$ cat src/dpm_pkg.sv
// Shared constants, field layouts and enumerations of the dual-port converter input block.
package dpm_pkg;

    // ----------------------------------------------------------------
    // Data widths and code range
    // ----------------------------------------------------------------
    localparam int CODE_W = 14;                       // Straight binary code width, top bit is bit 13.
    localparam logic [CODE_W-1:0] CODE_MAX = 14'h3fff; // All-ones code, near full scale on the primary output.
    localparam logic [CODE_W-1:0] CODE_ZERO = 14'h0000; // Reset value of every data latch.

    // ----------------------------------------------------------------
    // Buffering and period measurement
    // ----------------------------------------------------------------
    localparam int FIFO_DEPTH = 32;                   // Words of buffering in front of the converter.
    localparam int PER_W = 16;                        // Width of the external clock period counter.
    localparam logic [PER_W-1:0] PER_ZERO = 16'h0000; // Counter restart value.
    localparam logic [PER_W-1:0] PER_ONE = 16'h0001;  // Counter step.
    localparam logic [PER_W-1:0] PER_MAX = 16'hffff;  // Saturation value, marks a stopped clock.

    // ----------------------------------------------------------------
    // Prescaler ratios presented while the multiplier is active
    // ----------------------------------------------------------------
    localparam logic [3:0] RANGE_SELECT_PIN_HIGH = 4'h1;
    localparam logic [3:0] RANGE_DIV2 = 4'h2;
    localparam logic [3:0] RANGE_DIV4 = 4'h4;
    localparam logic [3:0] RANGE_DIV8 = 4'h8;

    // Input mux modes, in the order of the {high, low} select pin code.
    typedef enum logic [1:0] {MODE_INTERLEAVE, MODE_PORT1, MODE_PORT2, MODE_INVALID} dpm_mode_t;

    // Phase of the doubled-rate transfer while the multiplier is active.
    typedef enum logic {PH_IDLE, PH_ARMED} dpm_phase_t;

    // The two input port latches travel together.
    typedef struct packed {
        logic [CODE_W-1:0] p1;
        logic [CODE_W-1:0] p2;
    } dpm_pair_t;

    // One converter word: complementary code above the primary code.
    typedef struct packed {
        logic [CODE_W-1:0] compl_code;
        logic [CODE_W-1:0] code;
    } dpm_word_t;

endpackage

$ cat src/dpm_ram.sv
// Simple dual-port memory with a registered read port, used as FIFO storage.
`timescale 1ns/1ps
module dpm_ram #(
    parameter int WIDTH = 28,
    parameter int DEPTH = 32
) (
    // Clock.
    input wire logic clk,
    // Write side.
    input wire logic wr_en,
    input wire logic [$clog2(DEPTH)-1:0] wr_addr,
    input wire logic [WIDTH-1:0] wr_data,
    // Read side.
    input wire logic rd_en,
    input wire logic [$clog2(DEPTH)-1:0] rd_addr,
    output logic [WIDTH-1:0] rd_data
);

    // Storage array; contents are undefined until written.
    logic [WIDTH-1:0] mem [DEPTH];

    // Write and registered read share one clock; read data changes only on a read.
    always_ff @(posedge clk) begin
        if (wr_en) begin
            mem[wr_addr] <= wr_data;
        end
        if (rd_en) begin
            rd_data <= mem[rd_addr];
        end
    end

endmodule

$ cat src/dpm_fifo.sv
// Parameterised FIFO with valid and ready on both sides and a registered output word.
`timescale 1ns/1ps
module dpm_fifo #(
    parameter int WIDTH = 28,
    parameter int DEPTH = 32
) (
    // Clock and reset.
    input wire logic clk,
    input wire logic sys_rst,
    // Filling side.
    input wire logic in_valid,
    output logic in_ready,
    input wire logic [WIDTH-1:0] in_data,
    // Draining side.
    output logic out_valid,
    input wire logic out_ready,
    output logic [WIDTH-1:0] out_data
);

    localparam int AW = $clog2(DEPTH);
    localparam logic [AW:0] CNT_FULL = (AW+1)'(DEPTH); // Occupancy that refuses a push.
    localparam logic [AW:0] CNT_ONE = (AW+1)'(1);

    logic [AW-1:0] wr_ptr_reg, wr_ptr_next; // Next slot to write.
    logic [AW-1:0] rd_ptr_reg, rd_ptr_next; // Next slot to read.
    logic [AW:0] count_reg, count_next;     // Words held in the memory, output word excluded.
    logic valid_reg, valid_next;            // Output word is valid.
    logic push, rd_issue;

    // Full is honest: the memory refuses a push once every slot is taken.
    assign in_ready = (count_reg != CNT_FULL);
    assign push = in_valid && in_ready;
    // A read is issued only when the output slot is free in the next cycle.
    assign rd_issue = (count_reg != '0) && (!valid_reg || out_ready);
    assign out_valid = valid_reg;

    // Pointer, occupancy and output-valid next values.
    always_comb begin
        wr_ptr_next = push ? wr_ptr_reg + 1'b1 : wr_ptr_reg;
        rd_ptr_next = rd_issue ? rd_ptr_reg + 1'b1 : rd_ptr_reg;
        count_next = count_reg;
        if (push && !rd_issue) begin
            count_next = count_reg + CNT_ONE;
        end else if (!push && rd_issue) begin
            count_next = count_reg - CNT_ONE;
        end
        valid_next = rd_issue ? 1'b1 : (out_ready ? 1'b0 : valid_reg);
    end

    // State registers.
    always_ff @(posedge clk) begin
        if (sys_rst) begin
            wr_ptr_reg <= '0;
            rd_ptr_reg <= '0;
            count_reg <= '0;
            valid_reg <= 1'b0;
        end else begin
            wr_ptr_reg <= wr_ptr_next;
            rd_ptr_reg <= rd_ptr_next;
            count_reg <= count_next;
            valid_reg <= valid_next;
        end
    end

    // Storage; its registered read port is the output word.
    dpm_ram #(.WIDTH(WIDTH), .DEPTH(DEPTH)) u_ram (
        .clk(clk),
        .wr_en(push),
        .wr_addr(wr_ptr_reg),
        .wr_data(in_data),
        .rd_en(rd_issue),
        .rd_addr(rd_ptr_reg),
        .rd_data(out_data)
    );

endmodule

$ cat src/dpm_top.sv
// Dual-port input latches, clock control and output latch feeding the converter word stream.
`timescale 1ns/1ps
// Operation
// - Multiplier on: both ports latch on rise.
// - Same rise moves old port two value out.
// - Half period later port one value moves out.
// - Transfer moments use measured period, not duty.
// - Supply pin low: multiplier off, full-rate clock.
// - Select pins choose interleave, port one, two.
// - Interleave off-mode divides clock by two internally.
// - Off mode: delayed slow clock on lock pin.
// - Reset pulse release forces slow clock high.
// - First edge drops slow clock, second loads.
// - Edges after release toggle the slow clock.
// - Single port: latch, then output next rise.
// - Code spans zero to all ones, complement too.
// - Multiplier on: reset input is ignored.
// - Multiplier on: lock pin shows loop lock.
// - Multiplier on: select pins give prescale ratio.
// - Port words are straight binary, bit 13 top.
module dpm_top (
    // Clock and reset.
    input wire logic clk,
    input wire logic sys_rst,
    // Mode and clock control pins.
    input wire logic multiplier_supply_pin,
    input wire logic ext_clk,
    input wire logic align_reset,
    input wire logic select_pin_high,
    input wire logic select_pin_low,
    // Input data ports.
    input wire logic [dpm_pkg::CODE_W-1:0] port1_data,
    input wire logic [dpm_pkg::CODE_W-1:0] port2_data,
    // Converter word stream.
    input wire logic dac_ready,
    output logic dac_valid,
    output logic [dpm_pkg::CODE_W-1:0] dac_code,
    output logic [dpm_pkg::CODE_W-1:0] dac_code_compl,
    // Status.
    input wire logic overrun_clr,
    output logic lock_or_slow_clock_out,
    output logic [3:0] range_div,
    output logic invalid_sel,
    output logic overrun
);

    // ----------------------------------------------------------------
    // Functions
    // ----------------------------------------------------------------

    // Complementary code: the share of full scale left to the second output.
    function automatic logic [dpm_pkg::CODE_W-1:0] compl_of(input logic [dpm_pkg::CODE_W-1:0] code);
        compl_of = dpm_pkg::CODE_MAX - code;
    endfunction

    // Prescaler ratio for a select pin code.
    function automatic logic [3:0] range_of(input dpm_pkg::dpm_mode_t sel);
        unique case (sel)
            dpm_pkg::MODE_INTERLEAVE: range_of = dpm_pkg::RANGE_SELECT_PIN_HIGH;
            dpm_pkg::MODE_PORT1: range_of = dpm_pkg::RANGE_DIV2;
            dpm_pkg::MODE_PORT2: range_of = dpm_pkg::RANGE_DIV4;
            dpm_pkg::MODE_INVALID: range_of = dpm_pkg::RANGE_DIV8;
        endcase
    endfunction

    // ----------------------------------------------------------------
    // Decoded pins
    // ----------------------------------------------------------------

    logic pll_on;                 // Multiplier powered, so active.
    dpm_pkg::dpm_mode_t sel_mode; // Select pins read as one code.
    logic ext_rise;               // Rising edge of the external clock seen this cycle.
    logic ext_q_reg;              // External clock one cycle back.

    assign pll_on = multiplier_supply_pin;
    assign sel_mode = dpm_pkg::dpm_mode_t'({select_pin_high, select_pin_low});
    assign ext_rise = ext_clk && !ext_q_reg;

    // ----------------------------------------------------------------
    // Clock tracking: period measure, half-period phase, slow clock
    // ----------------------------------------------------------------

    logic [dpm_pkg::PER_W-1:0] per_cnt_reg, per_cnt_next; // Cycles since the last rise.
    logic [dpm_pkg::PER_W-1:0] per_reg, per_next;         // Last measured period.
    logic [dpm_pkg::PER_W-1:0] cnt_plus;                  // Cycles counted including this one.
    dpm_pkg::dpm_phase_t phase_reg, phase_next;           // Waiting for the half-period transfer.
    logic locked_reg, locked_next;                        // Two equal periods seen in a row.
    logic slow_reg, slow_next;                            // Internal single-rate clock.
    logic first_xfer;                                     // Half-period transfer fires now.

    assign cnt_plus = (per_cnt_reg == dpm_pkg::PER_MAX) ? per_cnt_reg : per_cnt_reg + dpm_pkg::PER_ONE;
    // The half point comes from the measured period, so the duty cycle of the
    // external clock never moves it; the price is one period of learning.
    assign first_xfer = pll_on && !ext_rise && (phase_reg == dpm_pkg::PH_ARMED)
                        && (cnt_plus == (per_reg >> 1));

    // Next values of the clock tracking state.
    always_comb begin
        per_cnt_next = cnt_plus;
        per_next = per_reg;
        phase_next = phase_reg;
        locked_next = locked_reg;
        slow_next = slow_reg;
        if (ext_rise) begin
            // A rise restarts the count and stores the period just ended.
            per_cnt_next = dpm_pkg::PER_ZERO;
            per_next = cnt_plus;
            locked_next = (cnt_plus == per_reg) && (cnt_plus != dpm_pkg::PER_MAX);
        end else if (cnt_plus == dpm_pkg::PER_MAX) begin
            // A stopped clock drops lock.
            locked_next = 1'b0;
        end
        if (pll_on) begin
            // The rise wins over a late half-period transfer and re-arms it.
            if (ext_rise) begin
                phase_next = dpm_pkg::PH_ARMED;
            end else if (first_xfer) begin
                phase_next = dpm_pkg::PH_IDLE;
            end
            // Reset input has no effect here; the slow clock rests high.
            slow_next = 1'b1;
        end else begin
            phase_next = dpm_pkg::PH_IDLE;
            if (align_reset) begin
                // Released reset leaves the slow clock high.
                slow_next = 1'b1;
            end else if (ext_rise && sel_mode == dpm_pkg::MODE_INTERLEAVE) begin
                // Each double-rate edge toggles; an edge in the release cycle already counts.
                slow_next = !slow_reg;
            end
        end
    end

    // Clock tracking registers.
    always_ff @(posedge clk) begin
        if (sys_rst) begin
            ext_q_reg <= 1'b0;
            per_cnt_reg <= dpm_pkg::PER_ZERO;
            per_reg <= dpm_pkg::PER_ZERO;
            phase_reg <= dpm_pkg::PH_IDLE;
            locked_reg <= 1'b0;
            slow_reg <= 1'b1;
        end else begin
            ext_q_reg <= ext_clk;
            per_cnt_reg <= per_cnt_next;
            per_reg <= per_next;
            phase_reg <= phase_next;
            locked_reg <= locked_next;
            slow_reg <= slow_next;
        end
    end

    // ----------------------------------------------------------------
    // Data path: input latches, output latch and buffer push
    // ----------------------------------------------------------------

    dpm_pkg::dpm_pair_t latch_reg, latch_next;               // Input port latches.
    logic [dpm_pkg::CODE_W-1:0] out_reg, out_next;           // Converter output latch.
    logic [dpm_pkg::CODE_W-1:0] push_code;                   // Value offered to the output latch.
    logic push_req;                                          // Output latch update wanted.
    logic push_fire;                                         // Update taken by the buffer.
    logic fifo_in_ready;                                     // Buffer has room.
    dpm_pkg::dpm_word_t push_word, fifo_out;
    logic slow_rise;                                         // Slow clock about to rise.

    assign slow_rise = !pll_on && !align_reset && ext_rise && !slow_reg;
    assign push_fire = push_req && fifo_in_ready;
    assign push_word.code = push_code;
    assign push_word.compl_code = compl_of(push_code);

    // Next values of the latches and the transfer request.
    always_comb begin
        latch_next = latch_reg;
        push_req = 1'b0;
        push_code = out_reg;
        if (pll_on) begin
            if (ext_rise) begin
                // Both ports latch together; the older port two word goes out.
                latch_next.p1 = port1_data;
                latch_next.p2 = port2_data;
                push_req = 1'b1;
                push_code = latch_reg.p2;
            end else if (first_xfer) begin
                push_req = 1'b1;
                push_code = latch_reg.p1;
            end
        end else begin
            unique case (sel_mode)
                dpm_pkg::MODE_INTERLEAVE: begin
                    if (slow_rise) begin
                        // The source changed data on this edge; latch both, port two out.
                        latch_next.p1 = port1_data;
                        latch_next.p2 = port2_data;
                        push_req = 1'b1;
                        push_code = latch_reg.p2;
                    end else if (ext_rise && !align_reset) begin
                        // Slow clock falling: port one goes out mid-cycle.
                        push_req = 1'b1;
                        push_code = latch_reg.p1;
                    end
                end
                dpm_pkg::MODE_PORT1: begin
                    if (ext_rise) begin
                        latch_next.p1 = port1_data;
                        push_req = 1'b1;
                        push_code = latch_reg.p1;
                    end
                end
                dpm_pkg::MODE_PORT2: begin
                    if (ext_rise) begin
                        latch_next.p2 = port2_data;
                        push_req = 1'b1;
                        push_code = latch_reg.p2;
                    end
                end
                dpm_pkg::MODE_INVALID: begin
                    // No port is chosen and the output latch holds.
                    push_req = 1'b0;
                end
            endcase
        end
        // A full buffer drops the offered word; the output latch keeps its old value.
        out_next = (push_req && fifo_in_ready) ? push_code : out_reg;
    end

    // Data path registers.
    always_ff @(posedge clk) begin
        if (sys_rst) begin
            latch_reg <= '{p1: dpm_pkg::CODE_ZERO, p2: dpm_pkg::CODE_ZERO};
            out_reg <= dpm_pkg::CODE_ZERO;
        end else begin
            latch_reg <= latch_next;
            out_reg <= out_next;
        end
    end

    // Buffer between the output latch and the converter word stream.
    dpm_fifo #(.WIDTH(2 * dpm_pkg::CODE_W), .DEPTH(dpm_pkg::FIFO_DEPTH)) u_fifo (
        .clk(clk),
        .sys_rst(sys_rst),
        .in_valid(push_req),
        .in_ready(fifo_in_ready),
        .in_data(push_word),
        .out_valid(dac_valid),
        .out_ready(dac_ready),
        .out_data(fifo_out)
    );

    assign dac_code = fifo_out.code;
    assign dac_code_compl = fifo_out.compl_code;

    // ----------------------------------------------------------------
    // Status outputs
    // ----------------------------------------------------------------

    logic lock_out_reg, lock_out_next;   // Lock pin.
    logic [3:0] range_reg, range_next;   // Prescaler ratio.
    logic invalid_reg, invalid_next;     // Forbidden select applied.
    logic overrun_reg, overrun_next;     // Transfer lost to a full buffer.

    // Next values of the status outputs.
    always_comb begin
        // With the multiplier off the lock pin is one cycle behind the slow clock, a delayed copy.
        lock_out_next = pll_on ? locked_reg : slow_reg;
        range_next = pll_on ? range_of(sel_mode) : dpm_pkg::RANGE_SELECT_PIN_HIGH;
        invalid_next = !pll_on && (sel_mode == dpm_pkg::MODE_INVALID);
        // A lost transfer in the clearing cycle still sets the flag.
        overrun_next = (push_req && !fifo_in_ready) || (overrun_reg && !overrun_clr);
    end

    // Status registers.
    always_ff @(posedge clk) begin
        if (sys_rst) begin
            lock_out_reg <= 1'b0;
            range_reg <= dpm_pkg::RANGE_SELECT_PIN_HIGH;
            invalid_reg <= 1'b0;
            overrun_reg <= 1'b0;
        end else begin
            lock_out_reg <= lock_out_next;
            range_reg <= range_next;
            invalid_reg <= invalid_next;
            overrun_reg <= overrun_next;
        end
    end

    assign lock_or_slow_clock_out = lock_out_reg;
    assign range_div = range_reg;
    assign invalid_sel = invalid_reg;
    assign overrun = overrun_reg;
endmodule

$ cat config.mk
export PLATFORM = sky130hd
export DESIGN_NAME = dpm_top
export DESIGN_NICKNAME = d
export VERILOG_FILES = /design/src/dpm_pkg.sv /design/src/dpm_ram.sv /design/src/dpm_fifo.sv /design/src/dpm_top.sv
export SDC_FILE = /design/constraint.sdc
export NUM_CORES = 1
export LEC_CHECK = 0
export BUFFER_PORTS_ARGS = -buffer_cell sky130_fd_sc_hd__buf_2
export CAP_MARGIN = 15
export CORE_MARGIN = 10
export CORE_UTILIZATION = 59
export CTS_BUF_LIST = sky130_fd_sc_hd__clkbuf_8
export CTS_CLUSTER_DIAMETER = 80
export DETAILED_ROUTE_END_ITERATION = 16
export PLACE_DENSITY = 0.76
export SYNTH_ARGS = -nofsm -noshare
export SYNTH_HDL_FRONTEND = slang
export SYNTH_SLANG_ARGS = --single-unit
export TNS_END_PERCENT = 20
$ cat constraint.sdc
create_clock -name clk -period 7.45 [get_ports clk]
set_input_delay 0.3725 -clock clk [delete_from_list [all_inputs] [get_ports clk]]
set_output_delay 0.3725 -clock clk [all_outputs]
set_load 0.02 [all_outputs]
==> results of run 1 <==
## final cells by class
cell class                 count  area, sq um  share of cell area [%]
tap                          940         1180                    2.54
antenna                        2         5.00                  0.0108
clock inverter               117          547                    1.18
clock buffer                 168         2310                    4.99
inverter                      25         93.8                   0.202
sequential                  1026        29800                    64.3
multi-input combinational    968        11300                    24.3
timing repair buffer         147         1170                    2.53
## cells by family after synthesis
logic type | Yosys count | synth area share, %
compound gates | 177 | 3.04
fa+ha+maj | 18 | 0.559
simple gates | 355 | 4.54
flops | 1026 | 71.6
xor+xnor | 44 | 0.977
buf+inv | 161 | 1.58
mux | 374 | 17.7
## worst paths after layout
| kind | start | end | slack [ns] | cells after the start |
|---|---|---|---|---|
| max | per_cnt_reg[0] | u_fifo.count_reg[5] | 1.96 | 19 |
| min reg2reg | per_reg[0] | per_reg[0] | 0.48 | 2 |
| max reg2reg | per_cnt_reg[0] | u_fifo.count_reg[5] | 1.96 | 19 |
| min | select_pin_low | invalid_sel | 0.11 | 3 |
## layout by cell type (no fill, tap or decap), types with 8 or more instances in the layout
cell type,count
a21oi_1,21
a222oi_1,14
a22o_1,17
and3_2,25
buf_2,72
buf_4,30
clkbuf_8,168
clkinv_1,36
clkinv_2,17
dfxtp_1,97
dlygate4sd3_1,32
edfxtp_1,924
ha_1,17
inv_1,79
mux2_2,45
mux2_4,9
mux2i_1,33
mux4_2,280
nand2_1,49
nand2b_1,12
nand3_1,17
nand4_1,9
nor2_1,140
nor2b_1,8
nor3_1,10
o211ai_1,19
o21ai_0,35
o22ai_1,17
o32ai_1,14
or2_1,14
xnor2_1,25
xor2_1,17
## repair_timing
action	CTS	global route
hold buffers	32	0
setup endpoints to repair	0	0
setup buffers	0	0
endpoints found under the hold margin	32	0
## power breakdown
part	internal [uW]	total, uW	switching [uW]
sequential	6580	6800	224
clock	2150	4250	2100
combinational	1470	2970	1500
total	10200	14000	3830
## cell usage after synthesis, types with 19 or more instances
| cell type | number |
|---|---|
| edfxtp_1 | 924 |
| mux4_2 | 280 |
| nor2_1 | 144 |
| dfxtp_1 | 102 |
| clkbuf_1 | 96 |
| nand2_1 | 49 |
| mux2_2 | 45 |
| o21ai_0 | 35 |
| mux2i_1 | 33 |
| and3_1 | 31 |
| inv_1 | 25 |
| xnor2_1 | 25 |
| a21oi_1 | 21 |
| buf_1 | 20 |
| o211ai_1 | 19 |
## stage by stage
step / util [%] / cell area [sq um] / cells
after floorplan: - / 41600 / 2155
after global placement: 61.4 / 43000 / 3063
after detailed placement: 61.4 / 43000 / 3063
after CTS: 65.9 / 46200 / 3380
after global routing: 66.2 / 46400 / 3393
final: 66.2 / 46400 / 3393
## critical path, cell delays in order (launching register included)
cell      delay [ns]
dfxtp_1         0.52
ha_1            0.30
nand4_2         0.38
nor4_1          0.51
mux2i_1         0.54
xor2_1          0.25
o2111a_1        0.27
nand4_1         0.18
nand2_1         0.11
buf_4           0.36
ha_1            0.32
inv_1           0.14
ha_1            0.35
a21oi_1         0.16
nand2_1         0.10
a21o_1          0.19
a21oi_1         0.19
xnor2_1         0.09
or3_1           0.30
a21oi_1         0.14
## per-layer routing
layer | part of all wire (%) | track usage, % | wire length (um) | vias up
li1 | - | - | - | 9199
met1 | 40 | 31.9 | 37400 | 11105
met2 | 48 | 35.8 | 44800 | 1071
met3 | 8.8 | 5.46 | 8120 | 167
met4 | 2.3 | 7.13 | 2120 | 2
met5 | 0.014 | 0 | 13 | -
==> flow_metrics.py, run 1 <==
metrics = {
    "routing": {
        "via_per_inst": 6.35,
        "wl_per_cell_um": 27.2,
        "routed_wl_um": 92400,
        "vias": 21544,
        "route.detailed.drc": 0,
        "antenna_left": 0,
        "drtIter0Drc": 2629,
        "dr.pass1.iters": 7,
    },
    "yosys": {
        "ys_async_sr_fraction_pct": 0,
        "yosysSeqAreaShare_pct": 71.6,
        "synth-edff-count": 924,
        "syn_nets": 2210,
        "synth_area_leader_cell": "edfxtp_1",
        "synth_cell_types": 77,
        "synth_largest_type_area_fraction_pct": 66.7,
        "ys_warn_count": 0,
        "synthFlopType": "edfxtp_1",
        "syn_area_per_cell_sq_um": 19.3,
        "ys_top_cells_by_area": "edfxtp_1, mux4_2, dfxtp_1, nor2_1, mux2_2",
        "syn_inst": 2155,
        "syn_area_sq_um": 41600,
        "ys_ff_latch": 1026,
    },
    "clock_tree": {
        "cts_tree": "done",
        "post_cts_resize_count": 0,
        "clkTransAtPathRegs_ns": 0.06,
        "clock-sinks": 1026,
        "numCtsBuffers": 158,
        "clockBufferDepth": 3,
        "clock_latency_ns": 0.80,
        "clockRootBuffer": "clkbuf_8",
        "htreeDepth": 4,
    },
    "setup_path": {
        "cp_max_fo": 40,
        "worst_setup_path_end_kind": "flip-flop",
        "startpoint_type": "flip-flop",
        "worstPathArrival_ns": 6.21,
        "worstSetupPathType": "flip-flop to flip-flop",
        "required_ns": 8.17,
    },
    "timing": {
        "setup_viol": 0,
        "hold-worst-slack_ns": 0.109,
        "slew_headroom_pct": 19.5,
        "timing.setup.tns_ns": 0,
        "slew_violations": 0,
        "hold_violations": 0,
        "rsz0062_at_grt": "no",
        "fin_ws_ns": 1.96,
        "max_freq_mhz": 182,
        "min_period_ns": 5.49,
        "skew_ns": 0.0274,
        "tightestPinTransition_ns": 1.21,
        "finalCritPeriodShare_pct": 73.7,
    },
    "grt": {
        "grt.total_usage_pct": 22.9,
        "grt_pass1_vias": 22109,
        "antenna_found_initial": 3,
        "grt_pass1_wl_um": 140000,
        "overflow": 0,
        "grt_max_degree": 108,
    },
    "die": {
        "die_y_um": 286,
        "die_w_um": 286,
        "initial_core_util_pct": 59.4,
        "core_area_sq_um": 70000,
        "rows": 97,
        "ios": 73,
        "die_area_sq_um": 81500,
    },
    "finish": {
        "final_nets": 2381,
        "n_fill_cell": 4493,
        "drive_above_1_share_pct": 28.8,
        "area_growth_pct": 11.5,
        "largest_reg_flops": 896,
    },
    "pwr": {
        "p_leak_uw": 0.0151,
        "power.density_nw_per_um2": 302,
        "vdd_drop_max_mv": 0.314,
        "p_total_uw": 14000,
    },
    "outcome": {
        "outcome": "finished clean",
    },
    "min_path": {
        "hold_path.class": "primary input to flip-flop",
    },
    "placed_design": {
        "place_ws_ns": 2.06,
        "dp_hpwl_um": 52200,
        "place_congestion": 0.859,
        "port_buffers": 72,
    },
    "run": {
        "maxCapViolCount": 0,
    },
}
(Power assumes the default switching activity.)
==> inputs of run 2 (changes only) <==
--- a/config.mk
+++ b/config.mk
@@ -12,7 +12,7 @@
 export CTS_BUF_LIST = sky130_fd_sc_hd__clkbuf_8
 export CTS_CLUSTER_DIAMETER = 80
 export DETAILED_ROUTE_END_ITERATION = 16
-export PLACE_DENSITY = 0.76
+export PLACE_DENSITY = 0.79
 export SYNTH_ARGS = -nofsm -noshare
 export SYNTH_HDL_FRONTEND = slang
 export SYNTH_SLANG_ARGS = --single-unit
==> constraint.sdc (replaced) <==
create_clock -name clk -period 4.9 [get_ports clk]
set_input_delay 0.245 -clock clk [delete_from_list [all_inputs] [get_ports clk]]
set_output_delay 0.245 -clock clk [all_outputs]
set_load 0.02 [all_outputs]
==> run 2 against run 1 <==
Effect of this change: combinational power increased by 54%; critical path depth decreased by 2; critical endpoint unchanged; power increased by 54%; clock-buffer cell count increased by 3; sequential share of layout area decreased by 1.0 points; design area increased by 1.6%; critical path type unchanged; wire length increased by 7.9%; die area unchanged; first-iteration DRC count increased by 0.57%; global-route usage increased by 1.6 points; utilization increased by 1.1 points; largest power group unchanged; via count increased by 3.1%.
==> flow_metrics.py, run 2 (same netlist as run 1, synthesis figures left out) <==
metrics = {
    "outcome": {
        "outcome": "finished clean",
    },
    "finish": {
        "fin_util_pct": 67.3,
        "final_cell_mix": "edfxtp_1, mux4_2, clkbuf_8",
        "drive_above_1_share_pct": 30.9,
        "final_nets": 2437,
        "final_common_cell": "edfxtp_1",
        "largest_reg_flops": 896,
        "area_growth_pct": 13.3,
    },
    "placed_design": {
        "dp_hpwl_um": 55300,
        "place_ws_ns": 0.238,
        "place_congestion": 0.817,
        "port_buffers": 72,
    },
    "timing": {
        "finalCritPeriodShare_pct": 94.3,
        "slew_violations": 0,
        "tightestPinTransition_ns": 1.24,
        "max_freq_mhz": 216,
        "slew_headroom_pct": 17.3,
        "skew_ns": 0.0496,
        "fin_ws_ns": 0.280,
        "min_period_ns": 4.62,
        "rsz0062_at_grt": "no",
        "setup_viol": 0,
        "timing.setup.tns_ns": 0,
        "hold_violations": 0,
    },
    "pwr": {
        "clkPwrFrac_pct": 31.1,
        "vdd_drop_max_mv": 0.433,
        "combPwrFrac_pct": 21.1,
        "p_sw_share_pct": 27.1,
        "p_leak_uw": 0.0154,
        "power.density_nw_per_um2": 458,
        "p_switching_uw": 5850,
        "p_total_uw": 21600,
        "p_seq_share_pct": 47.7,
        "p_int_uw": 15700,
    },
    "clock_tree": {
        "cts_tree": "done",
        "post-cts-setup-buffers": 0,
        "clock-sinks": 1026,
        "clockRootBuffer": "clkbuf_8",
        "clockBufferDepth": 3,
        "htreeDepth": 4,
        "clock_latency_ns": 0.83,
        "clkTransAtPathRegs_ns": 0.07,
        "numCtsBuffers": 160,
    },
    "routing": {
        "vias": 22210,
        "dr.pass1.iters": 6,
        "via_per_inst": 6.45,
        "wl_per_cell_um": 28.9,
        "route.detailed.drc": 0,
        "drtIter0Drc": 2644,
        "routed_wl_um": 99700,
        "antenna_left": 0,
    },
    "grt": {
        "grt_pass1_vias": 22805,
        "overflow": 0,
        "grt.total_usage_pct": 24.5,
        "grt_max_degree": 85,
        "grt_pass1_wl_um": 147000,
        "antenna_found_initial": 2,
    },
    "die": {
        "ios": 73,
        "die_y_um": 286,
        "core_area_sq_um": 70000,
        "die_w_um": 286,
        "initial_core_util_pct": 59.4,
        "rows": 97,
        "die_area_sq_um": 81500,
    },
    "setup_path": {
        "startpoint_type": "flip-flop",
        "required_ns": 5.65,
        "crit_chain": "nand3_1, or3_4, nor3_2, o221ai_1, nor4_4, nand4_1, nand2_1, ha_1, inv_1, ha_1, a21oi_1, nand2_1, a21o_1, a21oi_1, xnor2_1, or3_1, a21oi_1",
        "critical-path-top-delay-family": "simple AND/OR/NAND/NOR gates",
        "cp_max_fo": 10,
        "cp_common_cell": "a21oi_1",
        "cp_num_buf_inv": 1,
        "slowest_stage": "dfxtp_1",
        "worst_setup_path_end_kind": "flip-flop",
        "worstPathArrival_ns": 5.37,
        "slowest_delay_ns": 0.62,
        "worstSetupPathType": "flip-flop to flip-flop",
    },
    "run": {
        "maxCapViolCount": 0,
    },
    "min_path": {
        "hold_path.class": "primary input to flip-flop",
    },
}
[run 2: area by class of cell]
type / count / area [sq um]
Fill cell: 4337 / 22900
Clock inverter: 113 / 618
Inverter: 25 / 93.8
Timing Repair Buffer: 201 / 1800
Tap cell: 940 / 1180
Antenna cell: 2 / 5.00
Sequential cell: 1026 / 29800
Clock buffer: 171 / 2350
Multi-Input combinational cell: 968 / 11300
[run 2: stage by stage]
step / hold slack, ns / cells / area, sq um
after floorplan: 0.336 / 2155 / 41600
after global placement: 0.456 / 3123 / 43800
after detailed placement: 0.470 / 3124 / 43800
after CTS: 0.0263 / 3443 / 47100
after global routing: 0.101 / 3446 / 47100
final: 0.0931 / 3446 / 47100
[run 2: power groups by stage]
stage               Combinational [uW]  Sequential [uW]  Clock [uW]
floorplan                         3260            10400           0
global placement                  4480            10500           0
detailed placement                4550            10500           0
CTS                               4600            10300        6810
global route                      4890            10300        7200
finish                            4560            10300        6720
[run 2: worst paths after layout]
check / to / slack, ns / from / cells after the start
setup / recovery: u_fifo.count_reg[5] / 0.28 / per_cnt_reg[8] / 17
hold / removal: slow_reg / 0.09 / multiplier_supply_pin / 3
setup reg to reg: u_fifo.count_reg[5] / 0.28 / per_cnt_reg[8] / 17
hold reg to reg: per_reg[0] / 0.48 / per_reg[0] / 2
[run 2: routing by layer]
| metal | wire length, um | global-route usage [%] | vias up |
|---|---|---|---|
| met4 | 2240 | 7.30 | 0 |
| met2 | 49200 | 39.3 | 1347 |
| met1 | 38100 | 33.4 | 11367 |
| met3 | 10100 | 5.66 | 188 |
| met5 | 0 | 0 | - |
| li1 | - | - | 9308 |
[run 2: what timing repair did]
action                                  CTS  global route
hold buffers                             35             0
endpoints found under the setup margin    0             1
gates resized for setup                   0             3
endpoints found under the hold margin    39             0
[run 2: worst register-to-register path, stage by stage (launching register included)]
cell and delay [ns]:
dfxtp_1 0.62, nand3_1 0.27, or3_4 0.49, nor3_2 0.23, o221ai_1 0.23, nor4_4 0.39
nand4_1 0.20, nand2_1 0.27, ha_1 0.28, inv_1 0.14, ha_1 0.34, a21oi_1 0.14
nand2_1 0.10, a21o_1 0.19, a21oi_1 0.17, xnor2_1 0.09, or3_1 0.31, a21oi_1 0.13
